**src/core/swp_pkg.sv**
```systemverilog
package swp_pkg;

  // register bus
  localparam int             ADDR_W       = 3;
  localparam int             DATA_W       = 32;
  localparam int             DUR_W        = 16;
  localparam logic [2:0]     ADDR_CFG     = 3'h0;
  localparam logic [2:0]     ADDR_T_CLOSE = 3'h1;
  localparam logic [2:0]     ADDR_T_OPEN  = 3'h2;
  localparam logic [2:0]     ADDR_T_SETTLE = 3'h3;
  localparam logic [2:0]     ADDR_TICK    = 3'h4;
  localparam logic [2:0]     ADDR_STATUS  = 3'h5;

  // config fields
  localparam int             CFG_MODE_LSB = 0;
  localparam int             CFG_CA_BIT   = 2;
  localparam int             CFG_OA_BIT   = 3;
  localparam logic [3:0]     RST_CFG      = 4'hc;

  // durations in ticks after reset
  localparam logic [15:0]    RST_T_CLOSE  = 16'h0064;
  localparam logic [15:0]    RST_T_OPEN   = 16'h0064;
  localparam logic [15:0]    RST_T_SETTLE = 16'h0000;

  // time base: one tick per millisecond at 25 MHz
  localparam int             CLK_NS       = 40;
  localparam int             TICK_NS      = 1000000;
  localparam int             TICK_CYC     = TICK_NS / CLK_NS;

  // position codes
  localparam logic [1:0]     POS_INDET    = 2'h0;
  localparam logic [1:0]     POS_OPEN     = 2'h1;
  localparam logic [1:0]     POS_CLOSED   = 2'h2;
  localparam logic [1:0]     POS_DISTURB  = 2'h3;

  typedef enum logic [1:0] {
    PH_IDLE   = 2'b00,
    PH_CLOSE  = 2'b01,
    PH_OPEN   = 2'b10,
    PH_SETTLE = 2'b11
  } swp_phase_t;

  typedef enum logic [1:0] {
    MODE_TWO   = 2'b00,
    MODE_CLOSE = 2'b01,
    MODE_OPEN  = 2'b10,
    MODE_BAD   = 2'b11
  } swp_mode_t;

  typedef struct packed {
    logic close_side;
    logic open_side;
  } swp_aux_t;

  typedef struct packed {
    logic close;
    logic open;
  } swp_cmd_t;

  typedef struct packed {
    logic       switch_success_flag;
    logic       one_contact_flag;
    logic       fault;
    logic       moving;
    logic       opened;
    logic       closed;
    logic [1:0] code;
  } swp_pos_t;

endpackage : swp_pkg

```
**src/core/swp_tick.sv**
```systemverilog
`timescale 1ns/1ps
module swp_tick (
  input  wire logic        core_clk,
  input  wire logic        rst_b,
  input  wire logic [15:0] period,
  input  wire logic        restart,
  output logic             tick
);
  import swp_pkg::*;

  typedef struct packed {
    logic [15:0] cnt;
    logic        tick;
  } swp_tick_st_t;

  swp_tick_st_t s_reg;
  swp_tick_st_t s_next;

  // restart aligns the first tick to a full period after a start
  always_comb begin
    s_next      = s_reg;
    s_next.tick = 1'b0;
    if (restart || s_reg.cnt == 16'h0000) begin
      s_next.cnt = (period == 16'h0000) ? 16'h0000 : period - 16'h0001;
    end else begin
      s_next.cnt = s_reg.cnt - 16'h0001;
    end
    if (!restart && s_reg.cnt == 16'h0000) begin
      s_next.tick = 1'b1;
    end
    if (!rst_b) begin
      s_next = '0;
    end
  end

  always_ff @(posedge core_clk) begin
    s_reg <= s_next;
  end

  assign tick = s_reg.tick;

endmodule : swp_tick

```
**src/core/swp_timer.sv**
```systemverilog
`timescale 1ns/1ps
module swp_timer #(
  parameter int W = swp_pkg::DUR_W
) (
  input  wire logic         core_clk,
  input  wire logic         rst_b,
  input  wire logic         start,
  input  wire logic         stop,
  input  wire logic [W-1:0] dur,
  input  wire logic         tick,
  output logic              expired
);
  import swp_pkg::*;

  if (W < 2) begin : g_chk
    $error("swp_timer: W must be at least 2");
  end

  typedef struct packed {
    logic         run;
    logic         exp;
    logic [W-1:0] cnt;
  } swp_tmr_st_t;

  swp_tmr_st_t s_reg;
  swp_tmr_st_t s_next;

  // zero duration expires on the cycle after start
  always_comb begin
    s_next     = s_reg;
    s_next.exp = 1'b0;
    if (stop) begin
      s_next.run = 1'b0;
    end else if (start) begin
      s_next.run = (dur != '0);
      s_next.exp = (dur == '0);
      s_next.cnt = dur;
    end else if (s_reg.run && tick) begin
      if (s_reg.cnt == W'(1)) begin
        s_next.run = 1'b0;
        s_next.exp = 1'b1;
      end else begin
        s_next.cnt = s_reg.cnt - W'(1);
      end
    end
    if (!rst_b) begin
      s_next = '0;
    end
  end

  always_ff @(posedge core_clk) begin
    s_reg <= s_next;
  end

  assign expired = s_reg.exp;

endmodule : swp_timer

```
**src/core/swp_supervisor.sv**
```systemverilog
// The address map and the address-and-strobe port were decided locally.
`timescale 1ns/1ps
// Summary of operation
// - sample both contacts every cycle
// - position code: 0 indet,1 open,2 closed,3 disturbed
// - close command starts close travel timer
// - open command starts open travel timer
// - supervised travel shows moving, code 0, no fault
// - commanded end before expiry gives position
// - expiry without end position gives fault, code 3, unless a single-contact settle delay is set
// - two contacts: 10 closed code 2, 01 open 1
// - two contacts idle and equal: fault, code 3
// - single contact configured raises one-contact flag
// - single contact supervises one direction only
// - close-only: arrival gives closed and success
// - close-only: expiry with zero settle time gives fault, clears moving
// - close-only: settle delay after travel, moving
// - close-only: settle end shows closed
// - close-only: high gives 2, low idle 1
// - unassigned required contact holds code 3
// - drive ends at travel time or arrival
module swp_supervisor #(
  parameter int TICK_CYCLES = swp_pkg::TICK_CYC
) (
  input  wire logic                     core_clk,
  input  wire logic                     rst_b,
  input  wire logic [swp_pkg::ADDR_W-1:0] reg_addr,
  input  wire logic [swp_pkg::DATA_W-1:0] reg_wdata,
  input  wire logic                     reg_wr,
  input  wire logic                     reg_rd,
  output logic [swp_pkg::DATA_W-1:0]    reg_rdata,
  input  wire swp_pkg::swp_aux_t        aux,
  input  wire swp_pkg::swp_cmd_t        cmd,
  output swp_pkg::swp_pos_t             pos,
  output logic                          drive_close,
  output logic                          drive_open
);
  import swp_pkg::*;

  if (TICK_CYCLES < 1 || TICK_CYCLES > 65535) begin : g_chk
    $error("swp_supervisor: TICK_CYCLES out of range");
  end

  typedef struct packed {
    swp_phase_t  phase;
    logic        sup;
    logic        fault_hold;
    logic        settled;
    logic        success;
    swp_mode_t   mode;
    logic        close_asg;
    logic        open_asg;
    logic [15:0] t_close;
    logic [15:0] t_open;
    logic [15:0] t_settle;
    logic [15:0] tick_per;
    swp_pos_t    pos;
    logic [31:0] rdata;
  } swp_st_t;

  swp_st_t     s_reg;
  swp_st_t     s_next;
  logic        tick;
  logic        exp_cl;
  logic        exp_op;
  logic        exp_st;
  logic        start_cl;
  logic        start_op;
  logic        start_st;
  logic        stop_cl;
  logic        stop_op;
  logic        stop_st;

  // decoded view of wiring and contacts, from registered config
  logic        two;
  logic        cl_only;
  logic        op_only;
  logic        unassigned;
  logic        closed_in;
  logic        open_in;
  logic        go_open;
  logic        go_close;
  logic        moving_now;

  ////////////////////////////////////////////////////////////////////
  // contact decode

  always_comb begin
    two        = (s_reg.mode == MODE_TWO);
    cl_only    = (s_reg.mode == MODE_CLOSE);
    op_only    = (s_reg.mode == MODE_OPEN);
    unassigned = (two && !(s_reg.close_asg && s_reg.open_asg)) ||
                 (cl_only && !s_reg.close_asg) ||
                 (op_only && !s_reg.open_asg) ||
                 (s_reg.mode == MODE_BAD);
    if (two) begin
      closed_in = aux.close_side && !aux.open_side;
      open_in   = !aux.close_side && aux.open_side;
    end else if (cl_only) begin
      closed_in = aux.close_side;
      open_in   = !aux.close_side;
    end else begin
      closed_in = !aux.open_side;
      open_in   = aux.open_side;
    end
    // open wins over close; close is only taken when idle
    go_open  = cmd.open && s_reg.phase != PH_OPEN;
    go_close = cmd.close && !cmd.open && s_reg.phase == PH_IDLE;
  end

  ////////////////////////////////////////////////////////////////////
  // state update

  always_comb begin
    s_next       = s_reg;
    s_next.rdata = '0;
    start_cl     = 1'b0;
    start_op     = 1'b0;
    start_st     = 1'b0;
    stop_cl      = 1'b0;
    stop_op      = 1'b0;
    stop_st      = 1'b0;
    moving_now   = 1'b0;

    if (reg_wr) begin
      case (reg_addr)
        ADDR_CFG: begin
          s_next.mode      = swp_mode_t'(reg_wdata[CFG_MODE_LSB +: 2]);
          s_next.close_asg = reg_wdata[CFG_CA_BIT];
          s_next.open_asg  = reg_wdata[CFG_OA_BIT];
          // a settled end seen under the old wiring no longer applies
          s_next.settled   = 1'b0;
        end
        ADDR_T_CLOSE:  s_next.t_close  = reg_wdata[15:0];
        ADDR_T_OPEN:   s_next.t_open   = reg_wdata[15:0];
        ADDR_T_SETTLE: s_next.t_settle = reg_wdata[15:0];
        ADDR_TICK:     s_next.tick_per = reg_wdata[15:0];
        default: ;
      endcase
    end
    if (reg_rd) begin
      case (reg_addr)
        ADDR_CFG: s_next.rdata = {28'h0, s_reg.open_asg, s_reg.close_asg,
                                  s_reg.mode};
        ADDR_T_CLOSE:  s_next.rdata = {16'h0, s_reg.t_close};
        ADDR_T_OPEN:   s_next.rdata = {16'h0, s_reg.t_open};
        ADDR_T_SETTLE: s_next.rdata = {16'h0, s_reg.t_settle};
        ADDR_TICK:     s_next.rdata = {16'h0, s_reg.tick_per};
        ADDR_STATUS:   s_next.rdata = {22'h0, s_reg.phase, s_reg.pos};
        default:       s_next.rdata = '0;
      endcase
    end

    case (s_reg.phase)
      PH_CLOSE: begin
        if (closed_in) begin
          s_next.phase   = PH_IDLE;
          s_next.success = s_reg.sup;
          stop_cl        = 1'b1;
        end else if (exp_cl) begin
          s_next.phase = PH_IDLE;
          if (s_reg.sup && cl_only && s_reg.t_settle != '0) begin
            s_next.phase = PH_SETTLE;
            start_st     = 1'b1;
          end else if (s_reg.sup) begin
            s_next.fault_hold = 1'b1;
          end
        end
      end
      PH_OPEN: begin
        if (open_in) begin
          s_next.phase   = PH_IDLE;
          s_next.success = s_reg.sup;
          stop_op        = 1'b1;
        end else if (exp_op) begin
          s_next.phase = PH_IDLE;
          if (s_reg.sup && op_only && s_reg.t_settle != '0) begin
            s_next.phase = PH_SETTLE;
            start_st     = 1'b1;
          end else if (s_reg.sup) begin
            s_next.fault_hold = 1'b1;
          end
        end
      end
      PH_SETTLE: begin
        if (exp_st) begin
          s_next.phase   = PH_IDLE;
          s_next.settled = 1'b1;
        end
      end
      default: ;
    endcase

    // a new command drops any earlier outcome
    if (go_open) begin
      s_next.phase      = PH_OPEN;
      s_next.sup        = two || op_only;
      s_next.fault_hold = 1'b0;
      s_next.settled    = 1'b0;
      s_next.success    = 1'b0;
      start_op          = 1'b1;
      stop_cl           = 1'b1;
      stop_st           = 1'b1;
    end else if (go_close) begin
      s_next.phase      = PH_CLOSE;
      s_next.sup        = two || cl_only;
      s_next.fault_hold = 1'b0;
      s_next.settled    = 1'b0;
      s_next.success    = 1'b0;
      start_cl          = 1'b1;
    end

    // outputs follow the next state; unsupervised travel is not moving
    moving_now = (s_next.phase == PH_SETTLE) ||
                 ((s_next.phase != PH_IDLE) && s_next.sup);
    s_next.pos = '0;
    if (unassigned) begin
      s_next.pos.code = POS_DISTURB;
    end else if (s_next.fault_hold) begin
      s_next.pos.code = POS_DISTURB;
    end else if (s_next.settled) begin
      s_next.pos.code = cl_only ? POS_CLOSED : POS_OPEN;
    end else if (moving_now) begin
      s_next.pos.code   = POS_INDET;
      s_next.pos.moving = 1'b1;
    end else if (closed_in) begin
      s_next.pos.code = POS_CLOSED;
    end else if (open_in) begin
      s_next.pos.code = POS_OPEN;
    end else begin
      s_next.pos.code = POS_DISTURB;
    end
    s_next.pos.closed = (s_next.pos.code == POS_CLOSED);
    s_next.pos.opened = (s_next.pos.code == POS_OPEN);
    s_next.pos.fault  = (s_next.pos.code == POS_DISTURB);
    s_next.pos.one_contact_flag    = cl_only || op_only;
    s_next.pos.switch_success_flag = s_next.success;

    if (!rst_b) begin
      s_next          = '0;
      s_next.mode     = swp_mode_t'(RST_CFG[CFG_MODE_LSB +: 2]);
      s_next.close_asg = RST_CFG[CFG_CA_BIT];
      s_next.open_asg = RST_CFG[CFG_OA_BIT];
      s_next.t_close  = RST_T_CLOSE;
      s_next.t_open   = RST_T_OPEN;
      s_next.t_settle = RST_T_SETTLE;
      s_next.tick_per = 16'(TICK_CYCLES);
    end
  end

  always_ff @(posedge core_clk) begin
    s_reg <= s_next;
  end

  assign reg_rdata   = s_reg.rdata;
  assign pos         = s_reg.pos;
  assign drive_close = (s_reg.phase == PH_CLOSE);
  assign drive_open  = (s_reg.phase == PH_OPEN);

  ////////////////////////////////////////////////////////////////////
  // shared time base and the three timers

  swp_tick u_tick (
    .core_clk (core_clk),
    .rst_b    (rst_b),
    .period   (s_reg.tick_per),
    .restart  (start_cl || start_op || start_st),
    .tick     (tick)
  );

  swp_timer #(.W(DUR_W)) u_close_tmr (
    .core_clk (core_clk),
    .rst_b    (rst_b),
    .start    (start_cl),
    .stop     (stop_cl),
    .dur      (s_reg.t_close),
    .tick     (tick),
    .expired  (exp_cl)
  );

  swp_timer #(.W(DUR_W)) u_open_tmr (
    .core_clk (core_clk),
    .rst_b    (rst_b),
    .start    (start_op),
    .stop     (stop_op),
    .dur      (s_reg.t_open),
    .tick     (tick),
    .expired  (exp_op)
  );

  swp_timer #(.W(DUR_W)) u_settle_tmr (
    .core_clk (core_clk),
    .rst_b    (rst_b),
    .start    (start_st),
    .stop     (stop_st),
    .dur      (s_reg.t_settle),
    .tick     (tick),
    .expired  (exp_st)
  );
endmodule : swp_supervisor

```
**config.mk**
```make
export PLATFORM = sky130hd
export DESIGN_NAME = swp_supervisor
export DESIGN_NICKNAME = d
export VERILOG_FILES = /design/src/core/swp_pkg.sv /design/src/core/swp_tick.sv /design/src/core/swp_timer.sv /design/src/core/swp_supervisor.sv
export SDC_FILE = /design/constraint.sdc
export NUM_CORES = 1
export LEC_CHECK = 0
export ABC_AREA = 1
export BUFFER_PORTS_ARGS = -buffer_cell sky130_fd_sc_hd__buf_2
export CAP_MARGIN = 5
export CELL_PAD_IN_SITES_DETAIL_PLACEMENT = 2
export CELL_PAD_IN_SITES_GLOBAL_PLACEMENT = 2
export CORE_MARGIN = 10
export CORE_UTILIZATION = 34
export CTS_CLUSTER_SIZE = 24
export DETAILED_ROUTE_END_ITERATION = 7
export PLACE_DENSITY_LB_ADDON = 0.2
export SLEW_MARGIN = 10
export SYNTH_ARGS = -nofsm -noshare
export SYNTH_HDL_FRONTEND = slang
export SYNTH_SLANG_ARGS = --single-unit
```
**constraint.sdc**
```tcl
create_clock -name core_clk -period 2.5 [get_ports core_clk]
set_input_delay 0 -clock core_clk [delete_from_list [all_inputs] [get_ports core_clk]]
set_output_delay 0 -clock core_clk [all_outputs]
set_load 0.1 [all_outputs]
```
==> Word level (Yosys, flattened, before mapping) <==
Index checks and enable logic that the tools add are counted.
{ "totals": {"register_bits": 184, "inputBits": 43, "output_inout_bits": 42, "elab_cells": 203} }
{ "classes": {"add_sub_neg": 5, "eq_ne": 24, "muxes": 68, "bitwise_logic": 4, "reduce_logical": 72} }
{ "ops": {"columns": ["operator", "n"], "rows": [
  ["18-bit 2-to-1 mux", 6],
  ["16-bit one-hot mux with 6 select lines", 1],
  ["16-bit logical NOT", 5],
  ["16-bit 2-to-1 mux", 5],
  ["16-bit by 1-bit subtractor with 16-bit output, second input constant", 5],
  ["16-bit by 1-bit == test with 1-bit output, second input constant", 3],
  ["16-bit nonzero test", 3],
  ["2-bit 2-to-1 mux", 17],
  ["1-bit 2-to-1 mux", 33],
  ["1-bit logical AND", 18],
  ["2-bit AND reduction", 9],
  ["2-bit nonzero test", 8],
  ["2-bit == test, second input constant", 7],
  ["6-bit 2-to-1 mux", 2],
  ["3-bit AND reduction", 4],
  ["1-bit logical OR", 10],
  ["2-bit != test, second input constant", 4],
  ["1-bit logical NOT", 7],
  ["2-bit by 1-bit == test with 1-bit output, second input constant", 3],
  ["3-bit by 2-bit == test with 1-bit output, second input constant", 2],
  ["3-bit == test, second input constant", 2],
  ["1-bit one-hot mux with 2 select lines", 3],
  ["2-bit one-hot mux with 3 select lines", 1],
  ["2-bit OR reduction", 3],
  ["other kinds (7)", 12]
]} }

==> Depth between registers and ports, before layout <==
Gate-level depths: netlist (run 1).
{ "logic_depth": {"depth_word": 17, "depth_mapped": 19, "mapped_depth_nobuf": 19} }

==> By module <==
Synthesis (run 1) repeated with hierarchy kept, for this count alone.
{ "unflattened": {"hier_cells": 1643, "area_unflattened_um2": 10478.8} }
{ "modules_own_cells": {"columns": ["mod", "instances", "cells_per_inst", "area_per_inst_um2", "seq_area_each_um2"], "rows": [
  ["swp_supervisor", 1, 621, 4591.9, 1941.9],
  ["swp_timer", 3, 259, 1455.1, 360.3],
  ["swp_tick", 1, 245, 1521.5, 340.3]
]} }

==> Least setup slack after synthesis (run 1) <==
No wires, ideal clock.
{ "synth_timing": {"path_kind": "register -> register", "from": "register s_reg[112] (netlist name)", "to": "register s_reg (netlist bit pos[2])", "setup_ns": 0.114, "arrival_time_ns": 2.532, "t_required_ns": 2.386, "path_slack_ns": -0.146, "stages_incl_launch_ff": 14, "path_buffers": 0, "period_less_slack_ns": 2.646, "cell_sequence": "dfxtp_1 -> inv_1 -> ha_1 -> nor2_1 -> nor2_1 -> inv_1 -> o211ai_1 -> inv_1 -> nand2_1 -> nand3_1 -> nand2_1 -> nand2_1 -> nand2_1 -> nor2_1"} }
{ "synth_between": {"elab_cells_between_ends": 26, "classes_between": "6 x eq/ne; 14 x mux; 6 x reduce/logical"} }
{ "synth_lines": {"columns": ["item", "line", "text"], "rows": [
  ["start, declared", "swp_supervisor.sv:61", "swp_st_t s_reg;"],
  ["start signal, assigned", "swp_supervisor.sv:252", "s_reg <= s_next;"],
  ["2-bit == test *", null, null],
  ["named net drive_open", "swp_supervisor.sv:36", "output logic drive_open"],
  ["2-bit one-hot mux with 3 select lines", "swp_supervisor.sv:154", "case (s_reg.phase)"],
  ["6-bit 2-to-1 mux *", "swp_supervisor.sv:204", "end else if (go_close) begin"],
  ["6-bit 2-to-1 mux *", "swp_supervisor.sv:195", "if (go_open) begin"],
  ["2-bit nonzero test", "swp_supervisor.sv:215", "((s_next.phase != PH_IDLE) && s_next.sup);"],
  ["1-bit logical AND", "swp_supervisor.sv:215", null],
  ["1-bit logical OR", "swp_supervisor.sv:214", "moving_now = (s_next.phase == PH_SETTLE) ||"],
  ["2-bit 2-to-1 mux", "swp_supervisor.sv:223", "end else if (moving_now) begin"],
  ["2-bit 2-to-1 mux", "swp_supervisor.sv:221", "end else if (s_next.settled) begin"],
  ["2-bit 2-to-1 mux *", "swp_supervisor.sv:219", "end else if (s_next.fault_hold) begin"],
  ["2-bit 2-to-1 mux *", "swp_supervisor.sv:217", "if (unassigned) begin"],
  ["2-bit == test *", "swp_supervisor.sv:233", "s_next.pos.closed = (s_next.pos.code == POS_CLOSED);"]
]} }
The timed path passes the listed nets; every way through them passes the cells marked *.
A chain may end at the register's enable or synchronous reset.

==> Worst setup path after layout (run 1) <==
{ "layout_timing": {"from": "register s_reg[107] (netlist name)", "to": "register u_tick.s_reg[13] (netlist name)"} }
{ "layout_between": {"elab_chain_cells": 10, "elab_cells_between_ends": 21, "classes_between": "2 x eq/ne; 12 x mux; 7 x reduce/logical"} }
{ "layout_rtl": {"columns": ["item", "line", "text"], "rows": [
  ["2-bit == test or 2-bit by 1-bit == test with 1-bit output (tied branches)", "swp_supervisor.sv:91, swp_supervisor.sv:90", null],
  ["1-bit logical AND (on tied branches) (2 in series)", "swp_supervisor.sv:177, swp_supervisor.sv:162", null],
  ["1-bit 2-to-1 mux (on tied branches)", "swp_supervisor.sv:177, swp_supervisor.sv:162", null],
  ["1-bit 2-to-1 mux (on tied branches)", "swp_supervisor.sv:175, swp_supervisor.sv:160", null],
  ["1-bit 2-to-1 mux (on tied branches)", "swp_supervisor.sv:171, swp_supervisor.sv:156", null],
  ["1-bit one-hot mux with 2 select lines *", "swp_supervisor.sv:154", null],
  ["1-bit logical OR *", "swp_supervisor.sv:267", ".restart (start_cl || start_op || start_st),"],
  ["1-bit logical OR *", "swp_tick.sv:23", "if (restart || s_reg.cnt == 16'h0000) begin"],
  ["16-bit 2-to-1 mux *", "swp_tick.sv:23", null],
  ["end signal, assigned", "swp_tick.sv:37", "s_reg <= s_next;"],
  ["end, declared", "swp_tick.sv:16", "swp_tick_st_t s_reg;"]
]} }
Every way passes the cells marked *; elsewhere a longest branch is shown, timed or not.

==> metrics.txt, run 1 <==
status complete, no violations; switching fraction of total power 34.5%; Static Leak 4.42 nW; # nets final 1,387; CP max stage delay 0.35 ns; CP Capture Type flip-flop; Die Y-Extent 184 um; Total Power 7.28 mW; startpoint types flip-flop; Reg power frac 40.8%; Worst EP arrival 2.67 ns; post-synth top area cell dfxtp_1; Tmin final 2.38 ns; DIE AREA 33,800 um^2; # port buffers 52; Final Max Slew Viols 0; final critical-path share of the clock period 95.1%; drt drc 0; CP Class reg2reg; dpl hpwl 26,400 um; post-synthesis sequential area ratio 36.9%; Final setup viols 0; type of the worst min-delay path in2reg; clk_lat worst skew 0.43 ns; Place WS 0.0513 ns; via count 9,069; initial cell density of the core 34.8%; CTS tree yes; maximum vdd drop 0.000308 V; crit path from s_reg[107]; Clk network pwr share 37.9%; # H-tree levels 4; Net Sw Power 2.52 mW; ratio of cells with drive above 1 in the final layout 12.3%; most common cell in the netlist dfxtp_1; clock skew 0.0100 ns; overall routing resource usage 21.2%; maximum net fanout on the critical path 32; top post-synthesis cells by area dfxtp_1 37%, a21oi_1 7.4%, o21ai_0 7.0%, inv_1 6.5%, nand2_1 6.5%; Max clock buf depth 2; pwr/cell area 703 nW/um^2; FF+latch count, synth 168; Ports 85; Hold WS 0.0209 ns; vias in the first global route 9,595; core region area 26,200 um^2; EDFF count, synth 0; Max Cap Violations 0; Synth top area share 36.9%; Crit-path slowest cell dfxtp_1; Combinational Power Share 21.3%; Routed WL 36,000 um; Post-synth ARST share 0%; Clock Sinks 168; largest net degree at the start of global routing 58; first-pass GRT wire length 56,100 um; Avg WL per Cell 21.5 um; clock root cell clkbuf_16; Worst Hold Launch reg_wdata[8]; antenna violations before repair 0; placed insts 1,626; Placed Area 9550 um^2; syn avg cell area 7.09 um^2; TritonCTS Buffers 17; Iter 0 DRT Violations 486; Netlist Area Pre-Place 9120 um^2; headroom to the max-slew limit 50.0%; grt ovf 0; Ys Warns 0; P&R area growth vs syn 13.7%; Pint 4.77 mW; Post-Layout Cell Count 1,673; cell count after synthesis 1,286; gpl congestion 0.836; crit path cell chain inv_2 -> ha_4 -> inv_2 -> nand2_1 -> nand2_1 -> nand2_1 -> nand3_2 -> nor2_1 -> nand2_1 -> o31ai_4 -> nand2_4 -> inv_2 -> nor2_2 -> nand2_8 -> o21ai_1 -> a21oi_1; ANT cells 0; Via density 5.42; DR pass1 iterations 5; Final Cell Area 10,400 um^2; Most used DFF post-synth dfxtp_1; Die W 184 um; Clock Pin Slew Worst Setup and Hold Paths 0.07 ns; Final Hold Fails 0; Worst path most repeated cell nand2_1; reg2reg start s_reg[107]; top post-synthesis cells by count 168 x dfxtp_1, 158 x inv_1, 158 x nand2_1; max reg flops 73; row count 59; Peak Freq 421 MHz; TNS Setup 0 ns; final core area utilization 39.6%; Detail Route Antenna Nets 0; synth unique cells 49; required time of the critical path 2.79 ns; final worst slack 0.123 ns; Worst Tran Pin Value 0.749 ns
==> layout make-up <==
type | instances | area [um^2]
clock inverters | 12 | 139
well taps | 335 | 419
clock buffers | 19 | 453
flip-flops and latches | 168 | 3360
inverters | 165 | 619
multi-input cells | 877 | 4720
repair buffers | 97 | 651
fillers | 3119 | 15800
==> cell usage in the layout (no fill, tap or decap), types with 19 or more instances in the layout <==
master,synthesis,final
xor2_1,27,27
buf_4,42,30
o21ai_1,18,19
a21oi_1,134,133
nor2_1,156,155
nand3_1,41,40
buf_2,8,51
inv_1,158,154
o22ai_1,30,30
nand2_1,158,156
dfxtp_1,168,167
o21ai_0,128,127
==> critical path: cells and delay by family, from the launching register on <==
family	cells	cell delay, ns
AND/OR/NAND/NOR	9	1.09
AO/OA/AOI/OAI	3	0.40
flip-flops	1	0.35
buffers and inverters	3	0.20
adder cells (fa/ha/maj)	1	0.18
==> path summary, 6_finish.rpt <==
path | depth (start not counted) | slack [ns] | end
setup / recovery | 16 | 0.12 | u_tick.s_reg[13]
hold / removal | 3 | 0.02 | s_reg[48]
setup reg to reg | 16 | 0.12 | u_tick.s_reg[13]
hold reg to reg | 2 | 0.47 | u_close_tmr.s_reg[5]
==> cells by family (layout without fill, tap and decap cells) <==
logic type               Yosys count  after routing  share of synthesized area (%)
AO/OA/AOI/OAI                    380            380                           23.8
XOR/XNOR                          34             34                           3.27
adder cells (fa/ha/maj)           18             18                           2.47
buffers and inverters            256            293                           12.7
flip-flops                       168            168                           36.9
other                              1             16                         0.0411
AND/OR/NAND/NOR                  429            429                           20.8
==> power by group through the flow <==
stage / sequential [mW] / clock [mW] / combinational (mW)
after floorplan: 2.98 / 0 / 1.17
after global placement: 3.02 / 0 / 1.47
after detailed placement: 3.03 / 0 / 1.51
after CTS: 2.97 / 2.81 / 1.54
after global routing: 2.99 / 2.92 / 1.72
final: 2.97 / 2.76 / 1.55
==> per-layer routing <==
layer	up-vias	track usage [%]	wire (um)
met5	-	0	0
met4	0	5.18	549
met3	35	3.22	1390
met2	194	35.9	17200
met1	4505	27.7	16900
li1	4335	-	-
==> timing repair <==
item / in CTS / in global routing
setup buffers: 0 / 1
endpoints found under the hold margin: 42 / 0
resized for setup: 0 / 18
hold buffers: 15 / 0
setup endpoints to repair: 0 / 38
(Power assumes the default switching activity.)
==> run 2, diff against run 1 <==
--- a/config.mk
+++ b/config.mk
@@ -8,7 +8,7 @@
 export ABC_AREA = 1
 export BUFFER_PORTS_ARGS = -buffer_cell sky130_fd_sc_hd__buf_2
 export CAP_MARGIN = 5
-export CELL_PAD_IN_SITES_DETAIL_PLACEMENT = 2
+export CELL_PAD_IN_SITES_DETAIL_PLACEMENT = 1
 export CELL_PAD_IN_SITES_GLOBAL_PLACEMENT = 2
 export CORE_MARGIN = 10
 export CORE_UTILIZATION = 34
==> run 2 against run 1 <==
  * Flip-flop and latch count is the same
  * Die area unchanged
  * Worst setup slack improved by 0.13 ns
  * Critical path depth decreased by 3
  * Count of clock-buffer cells in the layout shrank 1
  * Total power fell by 2.3%
  * Sequential share of layout area increased by 0.12 points
  * Global-route usage decreased by 1.9 points
  * Wire length fell by 9.6%
  * Hold slack worse by 0.0036 ns
  * Maximum frequency is 5.6% higher
  * First-iteration DRC count decreased by 6.2%
==> metrics.txt, run 2 (synthesized netlist as in run 1, its figures left out) <==
required time of the critical path 2.83 ns (+0.04 ns); clk_lat worst skew 0.44 ns (about the same); Iter 0 DRT Violations 456 (-6.2%); DIE AREA 33,800 um^2 (unchanged); CP Class reg2reg; number of setup buffers added after CTS 0 (unchanged); worst setup path endpoint u_settle_tmr.s_reg[6]; P&R area growth vs syn 13.3%; clock skew 0.0159 ns (+0.00582 ns); Static Leak 4.41 nW (-0.19%); initial cell density of the core 34.8% (unchanged); R2R cell count 13 (-3); Max Cap Violations 0 (unchanged); CTS tree yes; # port buffers 52 (unchanged); commonest non-fill, non-tap cell in the layout dfxtp_1; type of the worst min-delay path in2reg; Crit-path slowest cell dfxtp_1; switching fraction of total power 35.0% (+0.42 points); Total Power 7.11 mW (-2.3%); Place WS 0.123 ns (+0.0715 ns); startpoint types flip-flop; Final Cell Area 10,300 um^2 (-0.36%); gpl congestion 0.836 (unchanged); Routed WL 32,500 um (-9.6%); Die Y-Extent 184 um (unchanged); Detail Route Antenna Nets 0 (unchanged); headroom to the max-slew limit 53.8% (+3.8 points); CP max stage delay 0.35 ns (about the same); Max clock buf depth 2 (unchanged); Final Max Slew Viols 0 (unchanged); Tmin final 2.25 ns (-0.126 ns); Pint 4.63 mW (-2.9%); TNS Setup 0 ns (unchanged); Net Sw Power 2.49 mW (-1.1%); Avg WL per Cell 19.4 um (-9.7%); largest net degree at the start of global routing 58 (unchanged); Worst R2R End u_settle_tmr.s_reg[6]; vias in the first global route 8,771 (-8.6%); Die W 184 um (unchanged); core region area 26,200 um^2 (unchanged); reg2reg start s_reg[113]; RSZ-0062 raised after global routing no; Combinational Power Share 21.3% (about the same); final worst slack 0.249 ns (+0.126 ns); Clock Sinks 168 (unchanged); Peak Freq 444 MHz (+5.6%); ratio of cells with drive above 1 in the final layout 11.6% (-0.69 points); Via density 5.22 (-3.7%); pwr/cell area 689 nW/um^2 (-2.0%); dpl hpwl 24,400 um (-7.6%); overall routing resource usage 19.3% (-1.9 points); maximum vdd drop 0.000366 V (+19%); TritonCTS Buffers 17 (unchanged); crit path from s_reg[113]; status complete, no violations; DR pass1 iterations 7 (+2); clock root cell clkbuf_16; crit path cell chain inv_1 -> buf_4 -> ha_2 -> nand3_2 -> nor2_1 -> nand2_1 -> o31ai_2 -> nand2_4 -> buf_12 -> nand2_4 -> nand2_8 -> o21ai_0 -> a21oi_1; Worst path most repeated cell nand2_4; Reg power frac 41.6% (+0.8 points); ANT cells 0 (unchanged); Worst EP arrival 2.58 ns (-0.09 ns); commonest cells after routing, fill and taps aside 167 x dfxtp_1, 158 x nand2_1, 157 x inv_1; Clk network pwr share 37.0% (-0.9 points); # H-tree levels 4 (unchanged); CP Capture Type flip-flop; Clock Pin Slew Worst Setup and Hold Paths 0.08 ns (about the same); grt ovf 0 (unchanged); # nets final 1,388 (+0.072%); first-pass GRT wire length 51,000 um (-9.0%); fillcell total 3,280 (+5.2%); max reg flops 73 (unchanged); FF-to-FF setup slack 0.25 ns (+0.13 ns); Final Hold Fails 0 (unchanged); maximum net fanout on the critical path 30 (-6.3%); antenna violations before repair 0 (unchanged); Worst Tran Pin Value 0.693 ns (-0.0569 ns); row count 59 (unchanged); final critical-path share of the clock period 90.0% (-5.0 points); drt drc 0 (unchanged); Final setup viols 0 (unchanged); via count 8,745 (-3.6%); Placed Area 9550 um^2 (unchanged); Ports 85 (unchanged)
run 2: cell types whose count changed in the layout (fill, tap and decap cells not counted), sizes merged:
cell	delta
bufinv	-1
clkbuf	-1
buf	-1
inv	+1
dlygate4sd3	+2
clkinv	+2
run 2: final cells by class:
type,count,area [um^2],area share [%]
Tap cell,335,419,4.06
Clock buffer,18,429,4.16
Timing Repair Buffer,98,663,6.42
Sequential cell,168,3360,32.6
Inverter,165,619,6.00
Clock inverter,14,139,1.34
Multi-Input combinational cell,877,4690,45.5
run 2: layer usage:
metal	vias to the layer above	wire length (um)	GRT usage (%)
met4	0	491	5.08
met2	141	14900	30.8
met5	-	0	0
met3	32	1320	3.16
li1	4334	-	-
met1	4238	15900	26.4
run 2: how the worst min path moves through the flow:
stage | start | endpoint | slack (ns) | cells past startpoint
2_1_floorplan | reg_wdata[2] | s_reg[90] | 0.13 | 2
3_5_place_dp | reg_wdata[14] | s_reg[54] | 0.33 | 3
6_report | reg_wdata[1] | s_reg[57] | 0.02 | 3
3_3_place_gp | reg_wdata[13] | s_reg[53] | 0.32 | 3
5_1_grt | reg_wdata[1] | s_reg[57] | 0.03 | 3
4_1_cts | reg_wdata[1] | s_reg[89] | 0.002 | 3
run 2: timing repair:
item,in CTS,in global routing
gates resized for setup,0,9
hold endpoints to repair,51,0
hold buffers,17,0
endpoints found under the setup margin,0,29
run 2: per-stage QoR:
step                      hold slack, ns  cells  utilization, %
final                             0.0173   1675            39.4
after global routing              0.0273   1675            39.4
after CTS                        0.00163   1675            39.3
after detailed placement           0.332   1626            36.5
after global placement             0.324   1626            36.5
after floorplan                    0.126   1301               -
run 2: worst max-delay path: cells and delay by family (launching register included):
kind | cells | cell delay [ns]
AOI/OAI and AO/OA | 3 | 0.33
adders and majority gates | 1 | 0.25
buffers and inverters | 3 | 0.45
DFF | 1 | 0.35
and+or+nand+nor | 6 | 0.75
run 2: power groups by stage:
stage | sequential, mW | clock (mW) | combinational, mW
after floorplan | 2.98 | 0 | 1.17
after global routing | 2.98 | 2.80 | 1.68
after CTS | 2.96 | 2.70 | 1.51
after global placement | 3.02 | 0 | 1.47
final | 2.96 | 2.63 | 1.52
after detailed placement | 3.02 | 0 | 1.48
==> run 3, diff against run 2 <==
==> constraint.sdc (replaced) <==
create_clock -name core_clk -period 2.5 [get_ports core_clk]
set_input_delay 0.375 -clock core_clk [delete_from_list [all_inputs] [get_ports core_clk]]
set_output_delay 0.375 -clock core_clk [all_outputs]
set_load 0.1 [all_outputs]
==> run 3 against run 2 <==
  * Via count fell by 2.0%
  * Sequential power barely moved
  * Count of clock-buffer cells in the layout rose by 1
  * Cell area fell by 1.3%
  * Final cell count fell by 0.90%
  * Die area did not move
  * Sequential share of layout area rose by 0.41 points
  * Global-route usage fell by 0.27 points
  * Worst setup slack improved by 0.015 ns
  * Register-to-register slack barely moved
  * Hold slack improved by 0.25 ns
  * Combinational power barely moved
==> metrics.txt, run 3 (synthesized netlist as in run 1, its figures left out) <==
status complete, no violations; Max Cap Violations 0 (unchanged); Die W 184 um (unchanged); headroom to the max-slew limit 55.4% (+1.6 points); Worst R2R End u_tick.s_reg[11]; Iter 0 DRT Violations 439 (-3.7%); Total Power 7.17 mW (+0.75%); grt ovf 0 (unchanged); antenna violations before repair 0 (unchanged); Ports 85 (unchanged); via count 8,574 (-2.0%); RSZ-0062 raised after global routing no; # port buffers 52 (unchanged); row count 59 (unchanged); DR pass1 iterations 5 (-2); Crit-path slowest cell dfxtp_1; Clock Pin Slew Worst Setup and Hold Paths 0.07 ns (about the same); FF-to-FF setup slack 0.26 ns (about the same); Post-Layout Cell Count 1,660 (-0.90%); Avg WL per Cell 19.3 um (-0.43%); # H-tree levels 4 (unchanged); ANT cells 0 (unchanged); Worst EP arrival 2.57 ns (about the same); P&R area growth vs syn 11.8%; Static Leak 4.35 nW (-1.4%); Worst path most repeated cell nand2_1; maximum vdd drop 0.000378 V (+3.3%); number of setup buffers added after CTS 0 (unchanged); largest net degree at the start of global routing 55 (-5.2%); Final Hold Fails 0 (unchanged); Final setup viols 0 (unchanged); pwr/cell area 703 nW/um^2 (+2.0%); Detail Route Antenna Nets 0 (unchanged); CP max stage delay 0.40 ns (+0.05 ns); crit path cell chain ha_2 -> inv_2 -> nand2_1 -> nand2_1 -> nand2_1 -> nand3_2 -> nor2_1 -> nand2_1 -> o31ai_2 -> nand2_4 -> inv_2 -> nor2_4 -> nand2_8 -> o21ai_0 -> o211a_1; Peak Freq 447 MHz (+0.67%); Die Y-Extent 184 um (unchanged); Tmin final 2.24 ns (-0.0149 ns); Max clock buf depth 2 (unchanged); WHS Endpoint s_reg[53]; CTS tree yes; startpoint types flip-flop; CP Capture Type flip-flop; first-pass GRT wire length 50,100 um (-1.8%); Worst Hold Launch reg_wdata[13]; clk_lat worst skew 0.44 ns (about the same); Via density 5.17 (-1.1%); TNS Setup 0 ns (unchanged); drt drc 0 (unchanged); max reg flops 73 (unchanged); required time of the critical path 2.83 ns (about the same); commonest non-fill, non-tap cell in the layout dfxtp_1; Worst Hold Depth 3 (unchanged); Final Max Slew Viols 0 (unchanged); fillcell total 3,340 (+1.8%); placed insts 1,628 (+0.12%); commonest cells after routing, fill and taps aside 168 x dfxtp_1, 158 x nand2_1, 157 x inv_1; dpl hpwl 24,300 um (-0.24%); clock root cell clkbuf_16; Routed WL 32,100 um (-1.3%); Clock Sinks 168 (unchanged); DIE AREA 33,800 um^2 (unchanged); reg2reg start s_reg[106]; initial cell density of the core 34.8% (unchanged); CP Class reg2reg; vias in the first global route 8,657 (-1.3%); maximum net fanout on the critical path 32 (+6.7%); R2R cell count 15 (+2); core region area 26,200 um^2 (unchanged); final critical-path share of the clock period 89.4% (-0.60 points); type of the worst min-delay path in2reg; gpl congestion 0.864 (+3.3%); TritonCTS Buffers 17 (unchanged); clock skew 0.0148 ns (-0.00101 ns); Worst Tran Pin Value 0.668 ns (-0.0246 ns); ratio of cells with drive above 1 in the final layout 12.0% (+0.43 points); overall routing resource usage 19.1% (-0.27 points); # nets final 1,373 (-1.1%)
==> run 3: cell count changes in the layout (fill, tap and decap cells not counted), moves of 2 or more <==
cell           delta
clkinv_2          -3
inv_6             -3
buf_4             +2
inv_8             +3
nor2_1            -2
dlygate4sd3_1    -17
clkbuf_8          +2
clkinvlp_4        +3
==> run 3: worst max path at each step <==
stage,startpoint,end,slack (ns),depth (start not counted)
final,s_reg[106],u_tick.s_reg[11],0.26,15
after global routing,s_reg[106],pos[2],0.007,18
after CTS,s_reg[106],u_tick.s_reg[11],0.08,15
after detailed placement,s_reg[106],u_tick.s_reg[11],0.09,15
after global placement,s_reg[41],u_tick.s_reg[2],0.21,11
after floorplan,s_reg[112],u_settle_tmr.s_reg[12],0.23,9
==> run 3: cell type report <==
cell class / instances / area (um^2) / area share, %
Clock buffer: 19 / 453 / 4.44
Clock inverter: 13 / 138 / 1.35
Inverter: 165 / 619 / 6.07
Multi-Input combinational cell: 877 / 4700 / 46.1
Sequential cell: 168 / 3360 / 33.0
Tap cell: 335 / 419 / 4.11
Timing Repair Buffer: 83 / 508 / 4.98
==> run 3: timing repair <==
item                       in CTS  in global routing
setup endpoints to repair       0                 25
hold buffers                    0                  0
gates resized for setup         0                  9
==> run 3: per-stage QoR <==
step           util [%]  setup slack [ns]  hold WS, ns  cell area [um^2]
2_1_floorplan         -             0.226        0.439              9180
3_3_place_gp       36.5             0.211        0.448              9570
3_5_place_dp       36.5            0.0933        0.459              9570
4_1_cts            38.8            0.0821        0.252             10200
5_1_grt            38.9           0.00684        0.262             10200
6_report           38.9             0.264        0.263             10200
==> run 3: where the power goes <==
part	internal (mW)	switching, mW
registers	2.83	0.132
clock network	1.46	1.25
logic	0.386	1.11
total	4.67	2.49
==> run 3: metal layers <==
layer / GRT usage, % / wire [um] / vias up
met2: 30.1 / 14400 / 146
met1: 26.4 / 15900 / 4097
met4: 5.77 / 582 / 0
li1: - / - / 4302
met5: 0 / 0 / -
met3: 2.53 / 1250 / 29
==> run 3: critical path: cells and delay by family, from the launching register on <==
kind            cells  cell delay [ns]
simple gates        9             0.92
fa+ha+maj           1             0.26
compound gates      3             0.36
buf+inv             2             0.18
flops               1             0.40
